## src/arp_pkg.sv

```systemverilog
// constants for the converter result post-processing block
`default_nettype none

package arp_pkg;

	// ==========================================================
	// register map, byte addresses
	// ==========================================================
	localparam logic [31:0] ADDR_EXT_CONFIG    = 32'hffff0518; // extended configuration
	localparam logic [31:0] ADDR_COUNT_LIMIT   = 32'hffff0534; // result count limit
	localparam logic [31:0] ADDR_COUNT_VALUE   = 32'hffff0538; // result count value, ro
	localparam logic [31:0] ADDR_THRESHOLD     = 32'hffff053c; // comparator threshold
	localparam logic [31:0] ADDR_TH_CNT_LIMIT  = 32'hffff0540; // threshold count limit
	localparam logic [31:0] ADDR_TH_CNT_VALUE  = 32'hffff0544; // threshold count value, ro
	localparam logic [31:0] ADDR_ACCUMULATOR   = 32'hffff0548; // accumulator, ro
	localparam logic [31:0] ADDR_STATUS        = 32'hffff054c; // status flags, write 1 clears
	localparam logic [31:0] ADDR_MASK          = 32'hffff0550; // interrupt mask

	// ==========================================================
	// field positions in the extended configuration register
	// ==========================================================
	localparam int CFG_RES_CNT_EN  = 0; // result counter enable
	localparam int CFG_GND_RES     = 1; // series resistor select
	localparam int CFG_OVR_EN      = 2; // overrange enable
	localparam int CFG_CMP_LO      = 3; // comparator mode, low bit
	localparam int CFG_ACC_LO      = 5; // accumulator mode, low bit
	localparam int CFG_GND_EN      = 7; // ground switch enable

	// status and mask bit positions
	localparam int STA_THRESHOLD   = 3; // comparator threshold reached
	localparam int STA_OVERRANGE   = 4; // overrange seen
	localparam int MSK_COMPARE     = 6; // comparator interrupt mask

	// ==========================================================
	// reset values
	// ==========================================================
	localparam logic [7:0]  RST_EXT_CONFIG  = 8'h00;
	localparam logic [15:0] RST_COUNT_LIMIT = 16'h0001;
	localparam logic [15:0] RST_THRESHOLD   = 16'h0000;
	localparam logic [7:0]  RST_TH_LIMIT    = 8'h01;
	localparam logic [7:0]  RST_MASK        = 8'h00;

	// ==========================================================
	// mode encodings
	// ==========================================================
	typedef enum logic [1:0] {
		ARP_ACC_OFF     = 2'h0, // held at zero
		ARP_ACC_CLAMP   = 2'h1, // floor at zero
		ARP_ACC_FREE    = 2'h2, // may go negative
		ARP_ACC_CMP     = 2'h3  // accumulate plus comparator
	} arp_acc_mode_t;

	typedef enum logic [1:0] {
		ARP_CMP_OFF     = 2'h0, // comparator idle
		ARP_CMP_PLAIN   = 2'h1, // every result checked
		ARP_CMP_RESET   = 2'h2, // count, below resets
		ARP_CMP_DECR    = 2'h3  // count, below decrements
	} arp_cmp_mode_t;

	// ==========================================================
	// timing
	// ==========================================================
	localparam int CLK_PERIOD_NS   = 10;     // ref_clk period
	localparam int OVR_PERSIST_NS  = 125000; // 125 us overrange persistence
	// least time, so round up
	localparam int OVR_PERSIST_CYC = (OVR_PERSIST_NS + CLK_PERIOD_NS - 1) / CLK_PERIOD_NS;

endpackage : arp_pkg

`default_nettype wire

```

## src/arp_threshold.sv

```systemverilog
// absolute-value threshold comparator with counting modes
`default_nettype none

module arp_threshold (
	input  wire logic        ref_clk,
	input  wire logic        sys_rst,
	input  wire logic        result_valid,   // one-cycle result strobe
	input  wire logic        at_or_above,    // |result| >= threshold
	input  wire logic [1:0]  cmp_mode,       // effective comparator mode
	input  wire logic [7:0]  count_limit,    // threshold count limit
	output logic      [7:0]  count_value,    // threshold count value
	output logic             cmp_event       // one-cycle hit pulse
);

	// ==========================================================
	// state
	// ==========================================================
	logic [7:0] cnt_ff;     // threshold count value
	logic [7:0] nxt_cnt;
	logic       hit_ff;     // registered event
	logic       nxt_hit;

	// ==========================================================
	// next-state logic
	// ==========================================================
	// in the counting modes the counter only moves on a result strobe; idle clears it at once
	always_comb begin
		nxt_cnt = cnt_ff;
		nxt_hit = 1'b0;
		case (arp_pkg::arp_cmp_mode_t'(cmp_mode))
			arp_pkg::ARP_CMP_OFF: begin
				nxt_cnt = 8'h00; // idle keeps count clear
			end
			arp_pkg::ARP_CMP_PLAIN: begin
				nxt_hit = result_valid & at_or_above;
			end
			arp_pkg::ARP_CMP_RESET: begin
				if (result_valid) begin
					if (at_or_above) begin
						// saturate so a long run cannot wrap back to zero
						if (cnt_ff != 8'hff) nxt_cnt = cnt_ff + 8'h01;
					end else begin
						nxt_cnt = 8'h00;
					end
					// flag as soon as count equals limit
					nxt_hit = at_or_above && (nxt_cnt == count_limit);
				end
			end
			arp_pkg::ARP_CMP_DECR: begin
				if (result_valid) begin
					if (at_or_above) begin
						if (cnt_ff != 8'hff) nxt_cnt = cnt_ff + 8'h01;
					end else if (cnt_ff != 8'h00) begin
						nxt_cnt = cnt_ff - 8'h01; // floor at zero
					end
					nxt_hit = at_or_above && (nxt_cnt == count_limit);
				end
			end
			default: begin
				nxt_cnt = 8'h00;
			end
		endcase
	end

	// ==========================================================
	// registers
	// ==========================================================
	always_ff @(posedge ref_clk) begin
		if (sys_rst) begin
			cnt_ff <= 8'h00;
			hit_ff <= 1'b0;
		end else begin
			cnt_ff <= nxt_cnt;
			hit_ff <= nxt_hit;
		end
	end

	assign count_value = cnt_ff;
	assign cmp_event   = hit_ff;

endmodule : arp_threshold

`default_nettype wire

```

## src/arp_overrange.sv

```systemverilog
// coarse overrange detector with synchroniser and persistence filter
`default_nettype none

module arp_overrange #(
	parameter int PERSIST_CYC = arp_pkg::OVR_PERSIST_CYC // cycles the level must hold
) (
	input  wire logic ref_clk,
	input  wire logic sys_rst,
	input  wire logic enable,        // overrange enable bit
	input  wire logic coarse_over,   // raw coarse comparator, asynchronous
	output logic      over_event     // one-cycle pulse once persistence passed
);

	// ==========================================================
	// elaboration check
	// ==========================================================
	if (PERSIST_CYC < 1 || PERSIST_CYC > 1048575) begin : g_chk
		$error("arp_overrange: PERSIST_CYC out of range");
	end

	// ==========================================================
	// state
	// ==========================================================
	logic [2:0]  sync_ff;    // three stage synchroniser
	logic [2:0]  nxt_sync;
	logic        level_ff;   // filtered level, moves when stages 2 and 3 agree
	logic        nxt_level;
	logic [19:0] run_ff;     // cycles the level has stood high
	logic [19:0] nxt_run;
	logic        done_ff;    // event already given for this excursion
	logic        nxt_done;
	logic        evt_ff;
	logic        nxt_evt;

	// ==========================================================
	// next-state logic
	// ==========================================================
	// stage 1 feeds stage 2 only; filter looks at stages 2 and 3
	always_comb begin
		nxt_sync  = {sync_ff[1:0], coarse_over};
		nxt_level = (sync_ff[1] == sync_ff[2]) ? sync_ff[2] : level_ff;
		nxt_run   = run_ff;
		nxt_done  = done_ff;
		nxt_evt   = 1'b0;
		if (!enable || !level_ff) begin
			// any break in the condition restarts the wait
			nxt_run  = 20'h00000;
			nxt_done = 1'b0;
		end else if (!done_ff) begin
			if (run_ff == 20'(PERSIST_CYC)) begin
				nxt_evt  = 1'b1; // held longer than the persistence time
				nxt_done = 1'b1;
			end else begin
				nxt_run = run_ff + 20'h00001;
			end
		end
	end

	// ==========================================================
	// registers
	// ==========================================================
	always_ff @(posedge ref_clk) begin
		if (sys_rst) begin
			sync_ff  <= 3'h0;
			level_ff <= 1'b0;
			run_ff   <= 20'h00000;
			done_ff  <= 1'b0;
			evt_ff   <= 1'b0;
		end else begin
			sync_ff  <= nxt_sync;
			level_ff <= nxt_level;
			run_ff   <= nxt_run;
			done_ff  <= nxt_done;
			evt_ff   <= nxt_evt;
		end
	end

	assign over_event = evt_ff;

endmodule : arp_overrange

`default_nettype wire

```

## src/arp_postprocess.sv

```systemverilog
// converter result post-processing: accumulator, comparator, counters, ground switch
//
// Implementation choice: strobed register access.
`default_nettype none

module arp_postprocess #(
	parameter int PERSIST_CYC = arp_pkg::OVR_PERSIST_CYC // overrange persistence cycles
) (
	input  wire logic        ref_clk,
	input  wire logic        sys_rst,
	// register port
	input  wire logic [31:0] reg_addr,          // byte address
	input  wire logic [31:0] reg_wdata,         // write data
	input  wire logic        reg_write,         // write strobe
	input  wire logic        reg_read,          // read strobe
	output logic      [31:0] reg_rdata,         // read data, cycle after strobe
	// converter side
	input  wire logic        result_valid,      // one-cycle completed conversion
	input  wire logic [23:0] result_data,       // conversion result
	input  wire logic        result_bipolar,    // result in two's complement
	input  wire logic        coarse_over,       // raw coarse overrange, asynchronous
	// outputs
	output logic             ground_connect,    // closes switched ground
	output logic             ground_resistor,   // inserts series resistor
	output logic             converter_irq      // one-cycle interrupt request
);

	// ==========================================================
	// elaboration check
	// ==========================================================
	// the persistence counter is 20 bits wide
	if (PERSIST_CYC < 1 || PERSIST_CYC > 1048575) begin : g_chk
		$error("arp_postprocess: PERSIST_CYC out of range");
	end

	// ==========================================================
	// software-visible registers
	// ==========================================================
	logic [7:0]         cfg_ff;      // extended configuration
	logic [7:0]         nxt_cfg;
	logic [15:0]        rc_lim_ff;   // result count limit
	logic [15:0]        nxt_rc_lim;
	logic [15:0]        rc_val_ff;   // result count value
	logic [15:0]        nxt_rc_val;
	logic [15:0]        thr_ff;      // comparator threshold
	logic [15:0]        nxt_thr;
	logic [7:0]         th_lim_ff;   // threshold count limit
	logic [7:0]         nxt_th_lim;
	logic signed [31:0] acc_ff;      // primary accumulator
	logic signed [31:0] nxt_acc;
	logic [7:0]         sta_ff;      // sticky status flags
	logic [7:0]         nxt_sta;
	logic [7:0]         msk_ff;      // interrupt mask
	logic [7:0]         nxt_msk;
	logic [31:0]        rd_ff;       // read data holding
	logic [31:0]        nxt_rd;
	logic               irq_ff;      // interrupt pulse
	logic               nxt_irq;
	logic               gnd_ff;      // ground switch drive
	logic               gres_ff;     // resistor drive

	// ==========================================================
	// decoded fields and helpers
	// ==========================================================
	logic [1:0]         acc_mode;    // accumulator mode field
	logic [1:0]         cmp_mode;    // comparator mode field
	logic [1:0]         cmp_eff;     // mode seen by the comparator
	logic signed [31:0] res_ext;     // result widened to 32 bits
	logic [23:0]        res_mag;     // absolute value
	logic               at_above;    // magnitude at or above threshold
	logic [7:0]         th_val;      // threshold count value
	logic               cmp_evt;     // comparator hit pulse
	logic               ovr_evt;     // overrange pulse
	logic               wr_cfg;      // write decode strobes
	logic               wr_sta;

	assign acc_mode = cfg_ff[arp_pkg::CFG_ACC_LO +: 2];
	assign cmp_mode = cfg_ff[arp_pkg::CFG_CMP_LO +: 2];
	assign wr_cfg   = reg_write && (reg_addr == arp_pkg::ADDR_EXT_CONFIG);
	assign wr_sta   = reg_write && (reg_addr == arp_pkg::ADDR_STATUS);

	// ==========================================================
	// result conditioning
	// ==========================================================
	// unipolar results are plain magnitudes; the top bit of a two's complement
	// result is its sign, so one threshold bit fewer takes part
	always_comb begin
		if (result_bipolar) begin
			res_ext  = {{8{result_data[23]}}, result_data};
			res_mag  = result_data[23] ? (24'h000000 - result_data) : result_data;
			// minus full scale leaves only bit 23 set
			at_above = res_mag[23] || (res_mag[22:8] >= thr_ff[14:0]);
		end else begin
			res_ext  = {8'h00, result_data};
			res_mag  = result_data;
			at_above = res_mag[23:8] >= thr_ff[15:0];
		end
	end

	// accumulate-plus-compare mode runs the comparator even when its own field
	// is off; in that case each result is checked on its own
	always_comb begin
		if (acc_mode == arp_pkg::ARP_ACC_CMP && cmp_mode == arp_pkg::ARP_CMP_OFF) begin
			cmp_eff = arp_pkg::ARP_CMP_PLAIN;
		end else begin
			cmp_eff = cmp_mode;
		end
	end

	// ==========================================================
	// comparator and overrange units
	// ==========================================================
	// both units register their events, so a comparator
	// interrupt trails the counter interrupt by one cycle
	arp_threshold u_threshold (
		.ref_clk      (ref_clk),
		.sys_rst      (sys_rst),
		.result_valid (result_valid),
		.at_or_above  (at_above),
		.cmp_mode     (cmp_eff),
		.count_limit  (th_lim_ff),
		.count_value  (th_val),
		.cmp_event    (cmp_evt)
	);

	arp_overrange #(
		.PERSIST_CYC (PERSIST_CYC)
	) u_overrange (
		.ref_clk     (ref_clk),
		.sys_rst     (sys_rst),
		.enable      (cfg_ff[arp_pkg::CFG_OVR_EN]),
		.coarse_over (coarse_over),
		.over_event  (ovr_evt)
	);

	// ==========================================================
	// accumulator
	// ==========================================================
	// outside the off mode, updates only on a result strobe, so one step per conversion
	// limitation: a long run wraps silently,
	// there is no overflow flag
	always_comb begin
		nxt_acc = acc_ff;
		case (arp_pkg::arp_acc_mode_t'(acc_mode))
			arp_pkg::ARP_ACC_OFF: begin
				nxt_acc = 32'sh00000000;
			end
			arp_pkg::ARP_ACC_FREE: begin
				// negative results carry their sign, so adding subtracts magnitude
				if (result_valid) nxt_acc = acc_ff + res_ext;
			end
			arp_pkg::ARP_ACC_CLAMP, arp_pkg::ARP_ACC_CMP: begin
				if (result_valid) begin
					nxt_acc = acc_ff + res_ext;
					// floor only for falling totals; positive wrap stays possible
					if (result_data[23] && result_bipolar && (nxt_acc < 0)) begin
						nxt_acc = 32'sh00000000;
					end
				end
			end
			default: begin
				nxt_acc = 32'sh00000000;
			end
		endcase
	end

	// ==========================================================
	// result counter and interrupt
	// ==========================================================
	// counter thins out conversion interrupts; comparator hits are gated by
	// the mask only in accumulate-plus-compare mode
	// a zero limit matches only when the count wraps past ffff,
	// so writing zero gives one interrupt per 65536 results
	always_comb begin
		nxt_rc_val = rc_val_ff;
		nxt_irq    = 1'b0;
		if (!cfg_ff[arp_pkg::CFG_RES_CNT_EN]) begin
			nxt_rc_val = 16'h0000;
			if (result_valid) nxt_irq = 1'b1;
		end else if (result_valid) begin
			if (rc_val_ff + 16'h0001 == rc_lim_ff) begin
				nxt_rc_val = 16'h0000; // restart after a match
				nxt_irq    = 1'b1;
			end else begin
				nxt_rc_val = rc_val_ff + 16'h0001;
			end
		end
		if (cmp_evt) begin
			if (acc_mode != arp_pkg::ARP_ACC_CMP || msk_ff[arp_pkg::MSK_COMPARE]) begin
				nxt_irq = 1'b1;
			end
		end
	end

	// ==========================================================
	// register writes and status
	// ==========================================================
	// status bits are write-one-to-clear; a new event wins over the clear
	// read-only registers have no write decode,
	// so writes to them vanish
	always_comb begin
		nxt_cfg    = cfg_ff;
		nxt_rc_lim = rc_lim_ff;
		nxt_thr    = thr_ff;
		nxt_th_lim = th_lim_ff;
		nxt_msk    = msk_ff;
		nxt_sta    = sta_ff;
		if (wr_cfg) nxt_cfg = reg_wdata[7:0];
		if (reg_write && reg_addr == arp_pkg::ADDR_COUNT_LIMIT) nxt_rc_lim = reg_wdata[15:0];
		if (reg_write && reg_addr == arp_pkg::ADDR_THRESHOLD) nxt_thr = reg_wdata[15:0];
		if (reg_write && reg_addr == arp_pkg::ADDR_TH_CNT_LIMIT) nxt_th_lim = reg_wdata[7:0];
		if (reg_write && reg_addr == arp_pkg::ADDR_MASK) nxt_msk = reg_wdata[7:0];
		if (wr_sta) nxt_sta = sta_ff & ~reg_wdata[7:0];
		if (cmp_evt) nxt_sta[arp_pkg::STA_THRESHOLD] = 1'b1;
		if (ovr_evt) nxt_sta[arp_pkg::STA_OVERRANGE] = 1'b1;
	end

	// ==========================================================
	// read mux
	// ==========================================================
	// unmapped addresses read as zero; data stand one cycle, then drop
	// registering costs a cycle but keeps the
	// address decode off the output path
	always_comb begin
		nxt_rd = 32'h00000000;
		if (reg_read) begin
			case (reg_addr)
				arp_pkg::ADDR_EXT_CONFIG:   nxt_rd = {24'h000000, cfg_ff};
				arp_pkg::ADDR_COUNT_LIMIT:  nxt_rd = {16'h0000, rc_lim_ff};
				arp_pkg::ADDR_COUNT_VALUE:  nxt_rd = {16'h0000, rc_val_ff};
				arp_pkg::ADDR_THRESHOLD:    nxt_rd = {16'h0000, thr_ff};
				arp_pkg::ADDR_TH_CNT_LIMIT: nxt_rd = {24'h000000, th_lim_ff};
				arp_pkg::ADDR_TH_CNT_VALUE: nxt_rd = {24'h000000, th_val};
				arp_pkg::ADDR_ACCUMULATOR:  nxt_rd = acc_ff;
				arp_pkg::ADDR_STATUS:       nxt_rd = {24'h000000, sta_ff};
				arp_pkg::ADDR_MASK:         nxt_rd = {24'h000000, msk_ff};
				default:                    nxt_rd = 32'h00000000;
			endcase
		end
	end

	// ==========================================================
	// registers
	// ==========================================================
	// reset opens the ground switch, so nothing
	// outside draws current until software asks
	always_ff @(posedge ref_clk) begin
		if (sys_rst) begin
			cfg_ff    <= arp_pkg::RST_EXT_CONFIG;
			rc_lim_ff <= arp_pkg::RST_COUNT_LIMIT;
			rc_val_ff <= 16'h0000;
			thr_ff    <= arp_pkg::RST_THRESHOLD;
			th_lim_ff <= arp_pkg::RST_TH_LIMIT;
			acc_ff    <= 32'sh00000000;
			sta_ff    <= 8'h00;
			msk_ff    <= arp_pkg::RST_MASK;
			rd_ff     <= 32'h00000000;
			irq_ff    <= 1'b0;
			gnd_ff    <= 1'b0;
			gres_ff   <= 1'b0;
		end else begin
			cfg_ff    <= nxt_cfg;
			rc_lim_ff <= nxt_rc_lim;
			rc_val_ff <= nxt_rc_val;
			thr_ff    <= nxt_thr;
			th_lim_ff <= nxt_th_lim;
			acc_ff    <= nxt_acc;
			sta_ff    <= nxt_sta;
			msk_ff    <= nxt_msk;
			rd_ff     <= nxt_rd;
			irq_ff    <= nxt_irq;
			gnd_ff    <= nxt_cfg[arp_pkg::CFG_GND_EN];
			gres_ff   <= nxt_cfg[arp_pkg::CFG_GND_RES];
		end
	end

	// ==========================================================
	// outputs, all straight from flip-flops
	// ==========================================================
	assign reg_rdata       = rd_ff;
	assign converter_irq   = irq_ff;
	assign ground_connect  = gnd_ff;
	assign ground_resistor = gres_ff;

endmodule : arp_postprocess

`default_nettype wire

```

## config.mk

```make
export PLATFORM = sky130hd
export DESIGN_NAME = arp_postprocess
export DESIGN_NICKNAME = d
export VERILOG_FILES = /design/src/arp_pkg.sv /design/src/arp_threshold.sv /design/src/arp_overrange.sv /design/src/arp_postprocess.sv
export SDC_FILE = /design/constraint.sdc
export NUM_CORES = 1
export LEC_CHECK = 0
export BUFFER_PORTS_ARGS = -buffer_cell sky130_fd_sc_hd__clkbuf_2
export CELL_PAD_IN_SITES_DETAIL_PLACEMENT = 0
export CELL_PAD_IN_SITES_GLOBAL_PLACEMENT = 2
export CORE_MARGIN = 2
export CORE_UTILIZATION = 36
export DETAILED_ROUTE_END_ITERATION = 12
export PLACE_DENSITY = 0.8
export REMOVE_ABC_BUFFERS = 1
export SLEW_MARGIN = 20
export SYNTH_ARGS = -nofsm -noshare
export SYNTH_HDL_FRONTEND = slang
export SYNTH_SLANG_ARGS = --single-unit
```

## constraint.sdc

```tcl
create_clock -name ref_clk -period 5.25 [get_ports ref_clk]
set_input_delay 0.525 -clock ref_clk [delete_from_list [all_inputs] [get_ports ref_clk]]
set_output_delay 0.525 -clock ref_clk [all_outputs]
set_load 0.02 [all_outputs]
```

# == Yosys cells after proc, flatten, opt, wreduce, memory -nomap -nowiden ==
# Index checks and enable logic that the tools add are counted.
# classes
add_sub_neg,6
magnitude_cmp,3
n_eq_ne,26
mux,36
n_bitwise,7
n_reduce_logical,31
# ops
operator,count
$eq A32 B32 Y1 const B,9
$pmux W32 S9,1
$mux W32,4
$pmux W32 S3,1
$mux W8,11
$add A32 B32 Y32,1
$lt A32 B1 Y1 const B,1
$mux W24,1
$pmux W8 S3,1
$sub A1 B24 Y24 const A,1
$add A20 B1 Y20 const B,1
$eq A20 B14 Y1 const B,1
$add A16 B1 Y16 const B,1
$eq A16 B16 Y1,1
$eq A8 B8 Y1,2
$ge A16 B16 Y1,1
$mux W16,1
$ge A15 B15 Y1,1
$mux W1,13
$logic_and A1 B1 Y1,11
$ne A2 B2 Y1 const B,5
$add A8 B1 Y8 const B,1
$and A8 B8 Y8,1
$eq A2 B2 Y1 const B,4
other kinds (20),34
# word_totals
reg_bits,182
in_bits,95
output_inout_bits,35
wordCells,131

# == Longest topological paths before layout ==
# Gate-level depths: netlist of the first run.
# depth
depth_word,12
depth_mapped,15
depth_no_buf,15

# == Cells and area by module ==
# From an unflattened synthesis of the first run, not the netlist that was laid out.
# unflattened
hier_cells,1412
hier_area_um2,11323.4
# modules_own_cells
mod,instances,cells_each,area_per_inst_um2
arp_postprocess,1,1115,8979.9
arp_overrange,1,152,1273.7
arp_threshold,1,145,1069.8

# == Least setup slack after synthesis of the first run ==
# OpenSTA, ideal clock, no wires.
# synth_path
path_kind,in2reg
start,in result_data[7]
end,"reg u_threshold.cnt_ff[2], in the netlist u_threshold.count_value[2]"
arrival_time_ps,3941
path_slack_ps,1191
cell_stages,13
n_path_buf,0
path_cell_list,nor4_1 -> and4bb_2 -> nand2b_1 -> or3_1 -> o31ai_1 -> xnor2_1 -> ha_1 -> a2111o_1 -> o41ai_1 -> o211a_2 -> nor2_4 -> a211o_1 -> a32o_1
# synth_between
elab_chain_cells,10
elab_cells_between_ends,14
classes_between,add/sub: 1; order compare: 1; mux: 11; reduce/logical: 1
# synth_lines
element,line,source
start: declaration,arp_postprocess.sv:19,"input wire logic [23:0] result_data,"
$sub A1 B24 Y24 *,arp_postprocess.sv:90,res_mag = result_data[23] ? (24'h000000 - result_data) : result_data;
$mux W24 *,arp_postprocess.sv:90,
$ge A15 B15 Y1,arp_postprocess.sv:92,at_above = res_mag[23] || (res_mag[22:8] >= thr_ff[14:0]);
$logic_or A1 B1 Y1 *,arp_postprocess.sv:92,
$mux W1 *,arp_postprocess.sv:88,if (result_bipolar) begin
$mux W8 (on tied branches),"arp_threshold.sv:51, arp_threshold.sv:39",
$mux W8 (on tied branches),"arp_threshold.sv:50, arp_threshold.sv:38",
$mux W8,arp_threshold.sv:30,case (arp_pkg::arp_cmp_mode_t'(cmp_mode))
$mux W8 (on tied branches),"arp_threshold.sv:50, arp_threshold.sv:38",
$pmux W8 S3 *,arp_threshold.sv:30,
end signal: assignment,arp_threshold.sv:73,cnt_ff <= nxt_cnt;
end: declaration,arp_threshold.sv:18,logic [7:0] cnt_ff;
# Mark *: on every way between the ends. The rest lies on a longest branch, timed or not. The select of a mux whose other input is x is not followed.
# A chain may end at the register's enable or synchronous reset.

# == Worst setup path in the final report of the first run ==
# layout_path
start,in result_data[3]
end,"reg u_threshold.cnt_ff[2], in the netlist u_threshold.count_value[2]"
# The elaborated chain is that of the path after synthesis.

==> metrics.md, run 1 <==
| Metric | Value |
|---|---|
| Critical Path Source Type | `primary input` |
| Final Non-Filler Cells | `about 1800` |
| Area of the mapped netlist | `~0.011 sq mm` |
| Share of the synthesized area in the top cell type | `32.4%` |
| Initial antenna violation count | `0` |
| Arrival time worst endpoint | `roughly 4400 ps` |
| Residual DRC count | `0` |
| Total gr overflow | `0` |
| M1 WL | `roughly 17 mm` |
| Slew Viols, Final | `0` |
| Max-cap violations | `0` |
| Post_cts resized | `0` |
| Slowest cell on crit path | `and4bb_2` |
| Post-synth EDFFs | `0` |
| Top Layer Used | `met4` |
| Post-synth top area cell | `dfxtp_1` |
| Final Hold Vio Count | `0` |
| YS warnings | `0` |
| Drt wl/cell | `18.7 um` |
| IO Count | `130` |
| Final period utilization | `between 70 and 80%` |
| Commonest non-fill, non-tap cell in the layout | `dfxtp_1` |
| Slew @ Worst Pin | `between 1000 and 1500 ps` |
| Commonest cells after routing, fill and taps aside | `dfxtp_1 (180), nand2_1 (162), clkbuf_2 (112)` |
| DRT Pass-1 Iters | `8` |
| Antenna viol nets, final | `0` |
| GRT Total Usage | `21.5%` |
| DP Wirelength | `~26 mm` |
| Die Area | `around 0.032 sq mm` |
| Longest Clk Path Bufs | `2` |
| Critical setup path kind | `primary input to flip-flop` |
| Filler cells | `between 3000 and 4000` |
| Vias per cell | `roughly 5.6` |
| Core area | `around 0.03 sq mm` |
| Vias in the first global route | `around 9900` |
| Gate power share | `under 10%` |
| Layout cell share with drive strength beyond 1 | `between 10 and 15%` |
| Post-synthesis sequential area ratio | `around a third` |
| Initial Utilization | `a little over a third` |
| Synth top area cells | `dfxtp_1 (32%), ha_1 (7.6%), nand2_1 (5.5%), a21oi_1 (4.7%), xnor2_1 (4.3%)` |
| Vias after detailed routing | `just over 10000` |
| Post-synth top flop | `dfxtp_1` |
| Crit-path cells | `clkbuf_2 > nor4_1 > and4bb_2 > nand2b_1 > or3_1 > o31ai_1 > xnor2_1 > ha_1 > a2111o_1 > o41ai_1 > buf_4 > o211a_2 > nor2_4 > a211o_1 > a32o_1` |
| Iter 0 DRT Violations | `around 740` |
| Largest net degree at the start of global routing | `80` |
| Worst Skew | `roughly 15 ps` |
| PortBufs | `roughly 110` |
| Total leakage power | `roughly 4.9 nW` |
| TNS Setup | `0 ps` |
| Slew HR | `about a quarter` |
| Cells after Synth | `between 1000 and 1500` |
| Clock transition at path regs | `about 80 ps` |
| Max Clock Freq | `between 200 and 250 MHz` |
| Post-layout nets | `about 1600` |
| Routed wl met3 | `around 1.8 mm` |
| CTS Buf Count | `17` |
| Setup-failing EPs final | `0` |
| Met2 WL | `between 15 and 20 mm` |
| Final GP Congestion | `roughly 0.83` |
| Width of the die | `roughly 180 um` |
| Endpoint type of the worst setup path | `flip-flop` |
| Hold Path Class | `primary input to flip-flop` |
| Number of clock sinks | `180` |
| Ant diodes | `0` |
| Htree depth | `4` |
| Die H | `180 um` |
| Peak supply drop | `~0.25 mV` |
| Outcome | `complete, no violations` |
| Worst-path fanout max | `8` |
| Clock share of power | `46.7%` |
| Hold_buf cts | `0` |
| Critical path's largest stage delay | `410 ps` |
| Post-placement cell count | `around 1800` |
| Asr flop ratio synth | `0%` |
| Net Sw Power | `approximately 0.0008 W` |
| Sequential power share | `between 40% and 50%` |
| CTS tree | `done` |
| Unrepaired setup endpoints after global routing | `false` |
| Yosys reg bits | `180` |
| Pwr Density | `roughly 240 mW/mm^2` |
| Routed WL | `approximately 34 mm` |
| Row count | `64` |
| CTS root buf | `clkbuf_16` |
| Fin crit period | `approximately 4000 ps` |
| Global-route wire length before repair | `55.7 mm` |
| Syn Area/Cell | `~8.2 sq um` |
| Area Growth Syn to Fin | `13.4%` |
| WP data required | `roughly 5600 ps` |
| Switching share of power | `26.8%` |
| Setup bufs post-CTS | `0` |
| Unique masters post-synth | `85` |
| Clock Latency Late Sink | `460 ps` |
| Internal power | `~0.0022 W` |
## cells in the mapped netlist, drive strengths merged, types with 9 or more instances
cell type,number
nand3b,10
a21o,23
mux2i,27
dfxtp,180
a31oi,10
a222oi,18
nand2,162
ha,68
nand4,26
mux2,23
nand2b,20
o21ai,80
and3,37
a211oi,9
nor2b,16
clkbuf,51
nor4,13
nand3,47
xnor2,55
nor3,31
inv,40
a21oi,104
buf,18
a22oi,14
xor2,35
nor2,108
## cell families after synthesis
logic type,after synthesis,share of synthesized area (%)
AND/OR/NAND/NOR,516,23.8
AO/OA/AOI/OAI,339,20.0
flip-flops,180,32.4
buffers and inverters,109,4.00
XOR/XNOR,91,7.29
adder cells (fa/ha/maj),69,7.83
multiplexers,50,4.76
## flip-flops by register name, indices dropped and copies added (netlist names)
| register | count |
|---|---|
| u_overrange.level_ff | 1 |
| th_lim_ff | 8 |
| u_overrange.run_ff | 20 |
| acc_ff | 32 |
| u_overrange.sync_ff | 3 |
| converter_irq | 1 |
| u_threshold.count_value | 8 |
| rc_lim_ff | 16 |
| rc_val_ff | 16 |
| thr_ff | 16 |
| sta_ff | 8 |
| cfg_ff | 8 |
| u_threshold.cmp_event | 1 |
| u_overrange.over_event | 1 |
| reg_rdata | 32 |
| u_overrange.done_ff | 1 |
| msk_ff | 8 |
## final timing paths
check / from / end / slack [ps] / cells after the start
min reg2reg: u_overrange.sync_ff[0] / u_overrange.sync_ff[1] / 450 / 1
min: coarse_over / u_overrange.sync_ff[0] / 280 / 2
max reg2reg: rc_val_ff[0] / rc_val_ff[13] / 1590 / 9
max: result_data[3] / u_threshold.count_value[2] / 1240 / 15
## critical path, delay by kind of cell
family	cells	cell delay, ps
buffers and inverters	2	280
AND/OR/NAND/NOR	5	1340
AO/OA/AOI/OAI	6	1920
XOR/XNOR	1	100
adder cells (fa/ha/maj)	1	190
## through the flow
stage / hold slack (ps) / cell area (sq um) / utilization (%) / power [W] / setup slack, ps
detailed placement: 433 / 12000 / 39.3 / 0.00162 / 654
floorplan: 413 / 10800 / - / 0.00151 / 1190
global route: 272 / 12600 / 41.4 / 0.00311 / 955
CTS: 257 / 12600 / 41.4 / 0.00303 / 1150
finish: 279 / 12600 / 41.4 / 0.00299 / 1240
global placement: 430 / 12000 / 39.3 / 0.00162 / 676
## metal layers
layer | global-route usage [%] | up-vias
met5 | 0 | -
met4 | 5.59 | 0
met3 | 4.17 | 32
met2 | 33.6 | 245
met1 | 30.3 | 4859
li1 | - | 5082
## power groups by stage
stage / clock network [W] / registers (W) / logic, W
floorplan: 0 / 0.00140 / 0.000116
global placement: 0 / 0.00140 / 0.000225
detailed placement: 0 / 0.00140 / 0.000226
CTS: 0.00143 / 0.00137 / 0.000227
global route: 0.00149 / 0.00137 / 0.000252
finish: 0.00140 / 0.00137 / 0.000227
## area by class of cell
type	count	area, sq um	area share (%)
multi-input cells	1065	7090	56.2
well taps	396	495	3.93
flip-flops and latches	180	3600	28.6
clock buffers	17	425	3.37
repair buffers	123	641	5.08
inverters	40	150	1.19
clock inverters	15	209	1.66
No activity file was read; power rests on OpenSTA's default activity.
==> run 2: changes to the inputs <==
--- a/config.mk
+++ b/config.mk
@@ -5,13 +5,14 @@
 export SDC_FILE = /design/constraint.sdc
 export NUM_CORES = 1
 export LEC_CHECK = 0
+export ABC_AREA = 1
 export BUFFER_PORTS_ARGS = -buffer_cell sky130_fd_sc_hd__clkbuf_2
 export CELL_PAD_IN_SITES_DETAIL_PLACEMENT = 0
 export CELL_PAD_IN_SITES_GLOBAL_PLACEMENT = 2
 export CORE_MARGIN = 2
-export CORE_UTILIZATION = 36
+export CORE_UTILIZATION = 33
 export DETAILED_ROUTE_END_ITERATION = 12
-export PLACE_DENSITY = 0.8
+export PLACE_DENSITY = 0.78
 export REMOVE_ABC_BUFFERS = 1
 export SLEW_MARGIN = 20
 export SYNTH_ARGS = -nofsm -noshare
==> constraint.sdc (replaced) <==
create_clock -name ref_clk -period 4.15 [get_ports ref_clk]
set_input_delay 0.415 -clock ref_clk [delete_from_list [all_inputs] [get_ports ref_clk]]
set_output_delay 0.415 -clock ref_clk [all_outputs]
set_load 0.02 [all_outputs]
==> run 2 against run 1 <==
  * Wire length up 15%
  * Critical path depth up 10
  * First-iteration DRC count increased by 2.7%
  * Register-to-register slack worse by 200 ps
  * Non-clock buffer count up 20
==> metrics.md, run 2 <==
| Metric | Value |
|---|---|
| Largest net degree at the start of global routing | `58 (-28%)` |
| Hold Path Class | `primary input to flip-flop` |
| DP Wirelength | `30.9 mm (+21%)` |
| Post-synth top flop | `dfxtp_1` |
| Syn Area/Cell | `6.80 sq um (-17%)` |
| Hold_ws | `153 ps (-126 ps)` |
| Max-cap violations | `0 (unchanged)` |
| Die Area | `0.0372 sq mm (+15%)` |
| Crit path setup slack, layout | `626 ps (-609 ps)` |
| Initial antenna violation count | `1 (+1)` |
| Drt wl/cell | `17.1 um (-8.8%)` |
| Longest Clk Path Bufs | `2 (unchanged)` |
| Area Growth Syn to Fin | `15.0%` |
| Cells after Synth | `1732 (+28%)` |
| Total gr overflow | `0 (unchanged)` |
| Unrepaired setup endpoints after global routing | `false` |
| Worst Skew | `19.7 ps (+4.30 ps)` |
| Vias after detailed routing | `11600 (+14%)` |
| Slew @ Worst Pin | `888 ps (-232 ps)` |
| Htree depth | `4 (unchanged)` |
| CTS root buf | `clkbuf_16` |
| CTS tree | `done` |
| Vias in the first global route | `11100 (+11%)` |
| CTS Buf Count | `17 (unchanged)` |
| Global-route wire length before repair | `62.1 mm (+12%)` |
| Die H | `193 um (+7.3%)` |
| Area of the mapped netlist | `0.0118 sq mm (+5.9%)` |
| Asr flop ratio synth | `0% (unchanged)` |
| Routed WL | `39.7 mm (+15%)` |
| GRT Total Usage | `21.7% (+0.20 points)` |
| Post-synthesis sequential area ratio | `30.6% (-1.8 points)` |
| Synth top area cells | `dfxtp_1 (31%), nand2_1 (12%), ha_1 (7.2%), inv_1 (6.7%), a21oi_1 (6.3%)` |
| Clock Latency Late Sink | `460 ps (about the same)` |
| Met2 WL | `18.0 mm (+18%)` |
| Post-layout nets | `2010 (+26%)` |
| Final Non-Filler Cells | `2321 (+26%)` |
| Arrival time worst endpoint | `3920 ps (-440 ps)` |
| Outcome | `complete, no violations` |
| Setup-failing EPs final | `0 (unchanged)` |
| Post-synth EDFFs | `0 (unchanged)` |
| Top-count cell post-synth | `nand2_1` |
| Top cells by count, synth | `nand2_1 (368), inv_1 (209), nor2_1 (194)` |
| Utilization of the core after routing | `38.3% (-3.1 points)` |
| Final Hold Vio Count | `0 (unchanged)` |
| M1 WL | `19.3 mm (+15%)` |
| Layout cell share with drive strength beyond 1 | `13.7% (-1.1 points)` |
| Core area | `0.0354 sq mm (+16%)` |
| Commonest cells after routing, fill and taps aside | `nand2_1 (368), inv_1 (209), nor2_1 (194)` |
| Setup bufs post-CTS | `0 (unchanged)` |
| Final GP Congestion | `0.876 (+5.8%)` |
| Worst-path fanout max | `10 (+2)` |
| Hold_buf cts | `0 (unchanged)` |
| Peak supply drop | `0.293 mV (+17%)` |
| Row count | `69 (+7.8%)` |
| Slew HR | `40.5% (+16 points)` |
| Width of the die | `193 um (+7.3%)` |
| Critical setup path kind | `primary input to flip-flop` |
| Clock transition at path regs | `80 ps (about the same)` |
| Total leakage power | `5.56 nW (+14%)` |
| Max Clock Freq | `approximately 280 MHz` |
| Crit path top cell by count | `nand2_1` |
| Antenna viol nets, final | `0 (unchanged)` |
| WP data required | `4550 ps (-1050 ps)` |
| Yosys reg bits | `180 (unchanged)` |
| YS warnings | `0 (unchanged)` |
| IO Count | `130 (unchanged)` |
| Routed wl met3 | `1.68 mm (-6.7%)` |
| Fin crit period | `about 3500 ps` |
| Pwr Density | `287 mW/mm^2 (+21%)` |
| Slew Viols, Final | `0 (unchanged)` |
| PortBufs | `113 (unchanged)` |
| Vias per cell | `5.00 (-10%)` |
| Share of the synthesized area in the top cell type | `30.6% (-1.8 points)` |
| Critical path's largest stage delay | `290 ps (-120 ps)` |
| Slowest cell on crit path | `nor3b_1` |
| Top Layer Used | `met4` |
| Number of clock sinks | `180 (unchanged)` |
| Endpoint type of the worst setup path | `flip-flop` |
| Post-placement cell count | `2288 (+27%)` |
| Post-Place Worst Slack | `142 ps (-512 ps)` |
| TNS Setup | `0 ps (unchanged)` |
| Residual DRC count | `0 (unchanged)` |
| Final period utilization | `between 80% and 90%` |
| DRT Pass-1 Iters | `5 (-3)` |
| Iter 0 DRT Violations | `762 (+2.7%)` |
| Initial Utilization | `33.3% (-3.2 points)` |
| Post-synth top area cell | `dfxtp_1` |
| Unique masters post-synth | `53 (-38%)` |
| Critical Path Source Type | `primary input` |
| Post_cts resized | `0 (unchanged)` |
| Commonest non-fill, non-tap cell in the layout | `nand2_1` |
-- run 2: cell types whose count changed after synthesis, moves of 37 or more --
cell      previous run  this run
xnor2_1             55        11
a21oi_1            104       148
inv_1               40       209
nor2_1             107       194
nand2_1            162       368
and3_1              37         0
a211oi_1             9        46
nand3_1             46       100
-- run 2: critical path, delay by kind of cell --
family	cells	cell delay, ps
XOR/XNOR	1	170
AND/OR/NAND/NOR	13	1950
AO/OA/AOI/OAI	4	520
buffers and inverters	6	580
adder cells (fa/ha/maj)	1	280
-- run 2: area by class of cell --
type,count,area (sq um)
clock inverters,15,224
fillers,3925,21800
inverters,217,815
well taps,461,577
multi-input cells,1287,7120
flip-flops and latches,180,3600
clock buffers,17,425
repair buffers,143,793
diodes,1,2.50
-- run 2: cells by family (layout without fill, tap and decap cells) --
logic type	count (synthesis)	in the layout	share of synthesized area, %
other cells	0	1	0
fa+ha+maj	69	69	7.39
buf+inv	265	392	9.06
flops	180	180	30.6
simple gates	823	823	31.7
compound gates	342	342	17.0
xor+xnor	53	53	4.24
-- run 2: metal layers --
layer | GRT usage, % | up-vias
met4 | 6.15 | 0
met2 | 35.9 | 242
met1 | 29.8 | 5340
met3 | 2.71 | 32
met5 | 0 | -
li1 | - | 5991
-- run 2: per-stage QoR --
stage	area, sq um	power, W
4_1_cts	13600	0.00393
2_1_floorplan	11500	0.00192
3_3_place_gp	12900	0.00207
5_1_grt	13600	0.00403
3_5_place_dp	12900	0.00207
6_report	13600	0.00389
-- run 2: path summary, 6_finish.rpt --
kind	to	cells after the start	slack (ps)	from
worst min register to register	u_overrange.sync_ff[1]	2	400	u_overrange.sync_ff[0]
worst max-delay path	u_threshold.cmp_event	25	630	result_data[0]
worst min-delay path	u_overrange.sync_ff[0]	3	150	coarse_over
worst max register to register	acc_ff[30]	11	1390	acc_ff[18]
-- run 2: power breakdown --
group / leakage [nW] / internal [W] / switching [W] / total [W]
sequential: 1.45 / 0.00173 / 0.000000540 / 0.00173
combinational: 3.79 / 0.000107 / 0.000200 / 0.000307
clock: 0.314 / 0.00107 / 0.000782 / 0.00186
total: 5.56 / 0.00291 / 0.000982 / 0.00389
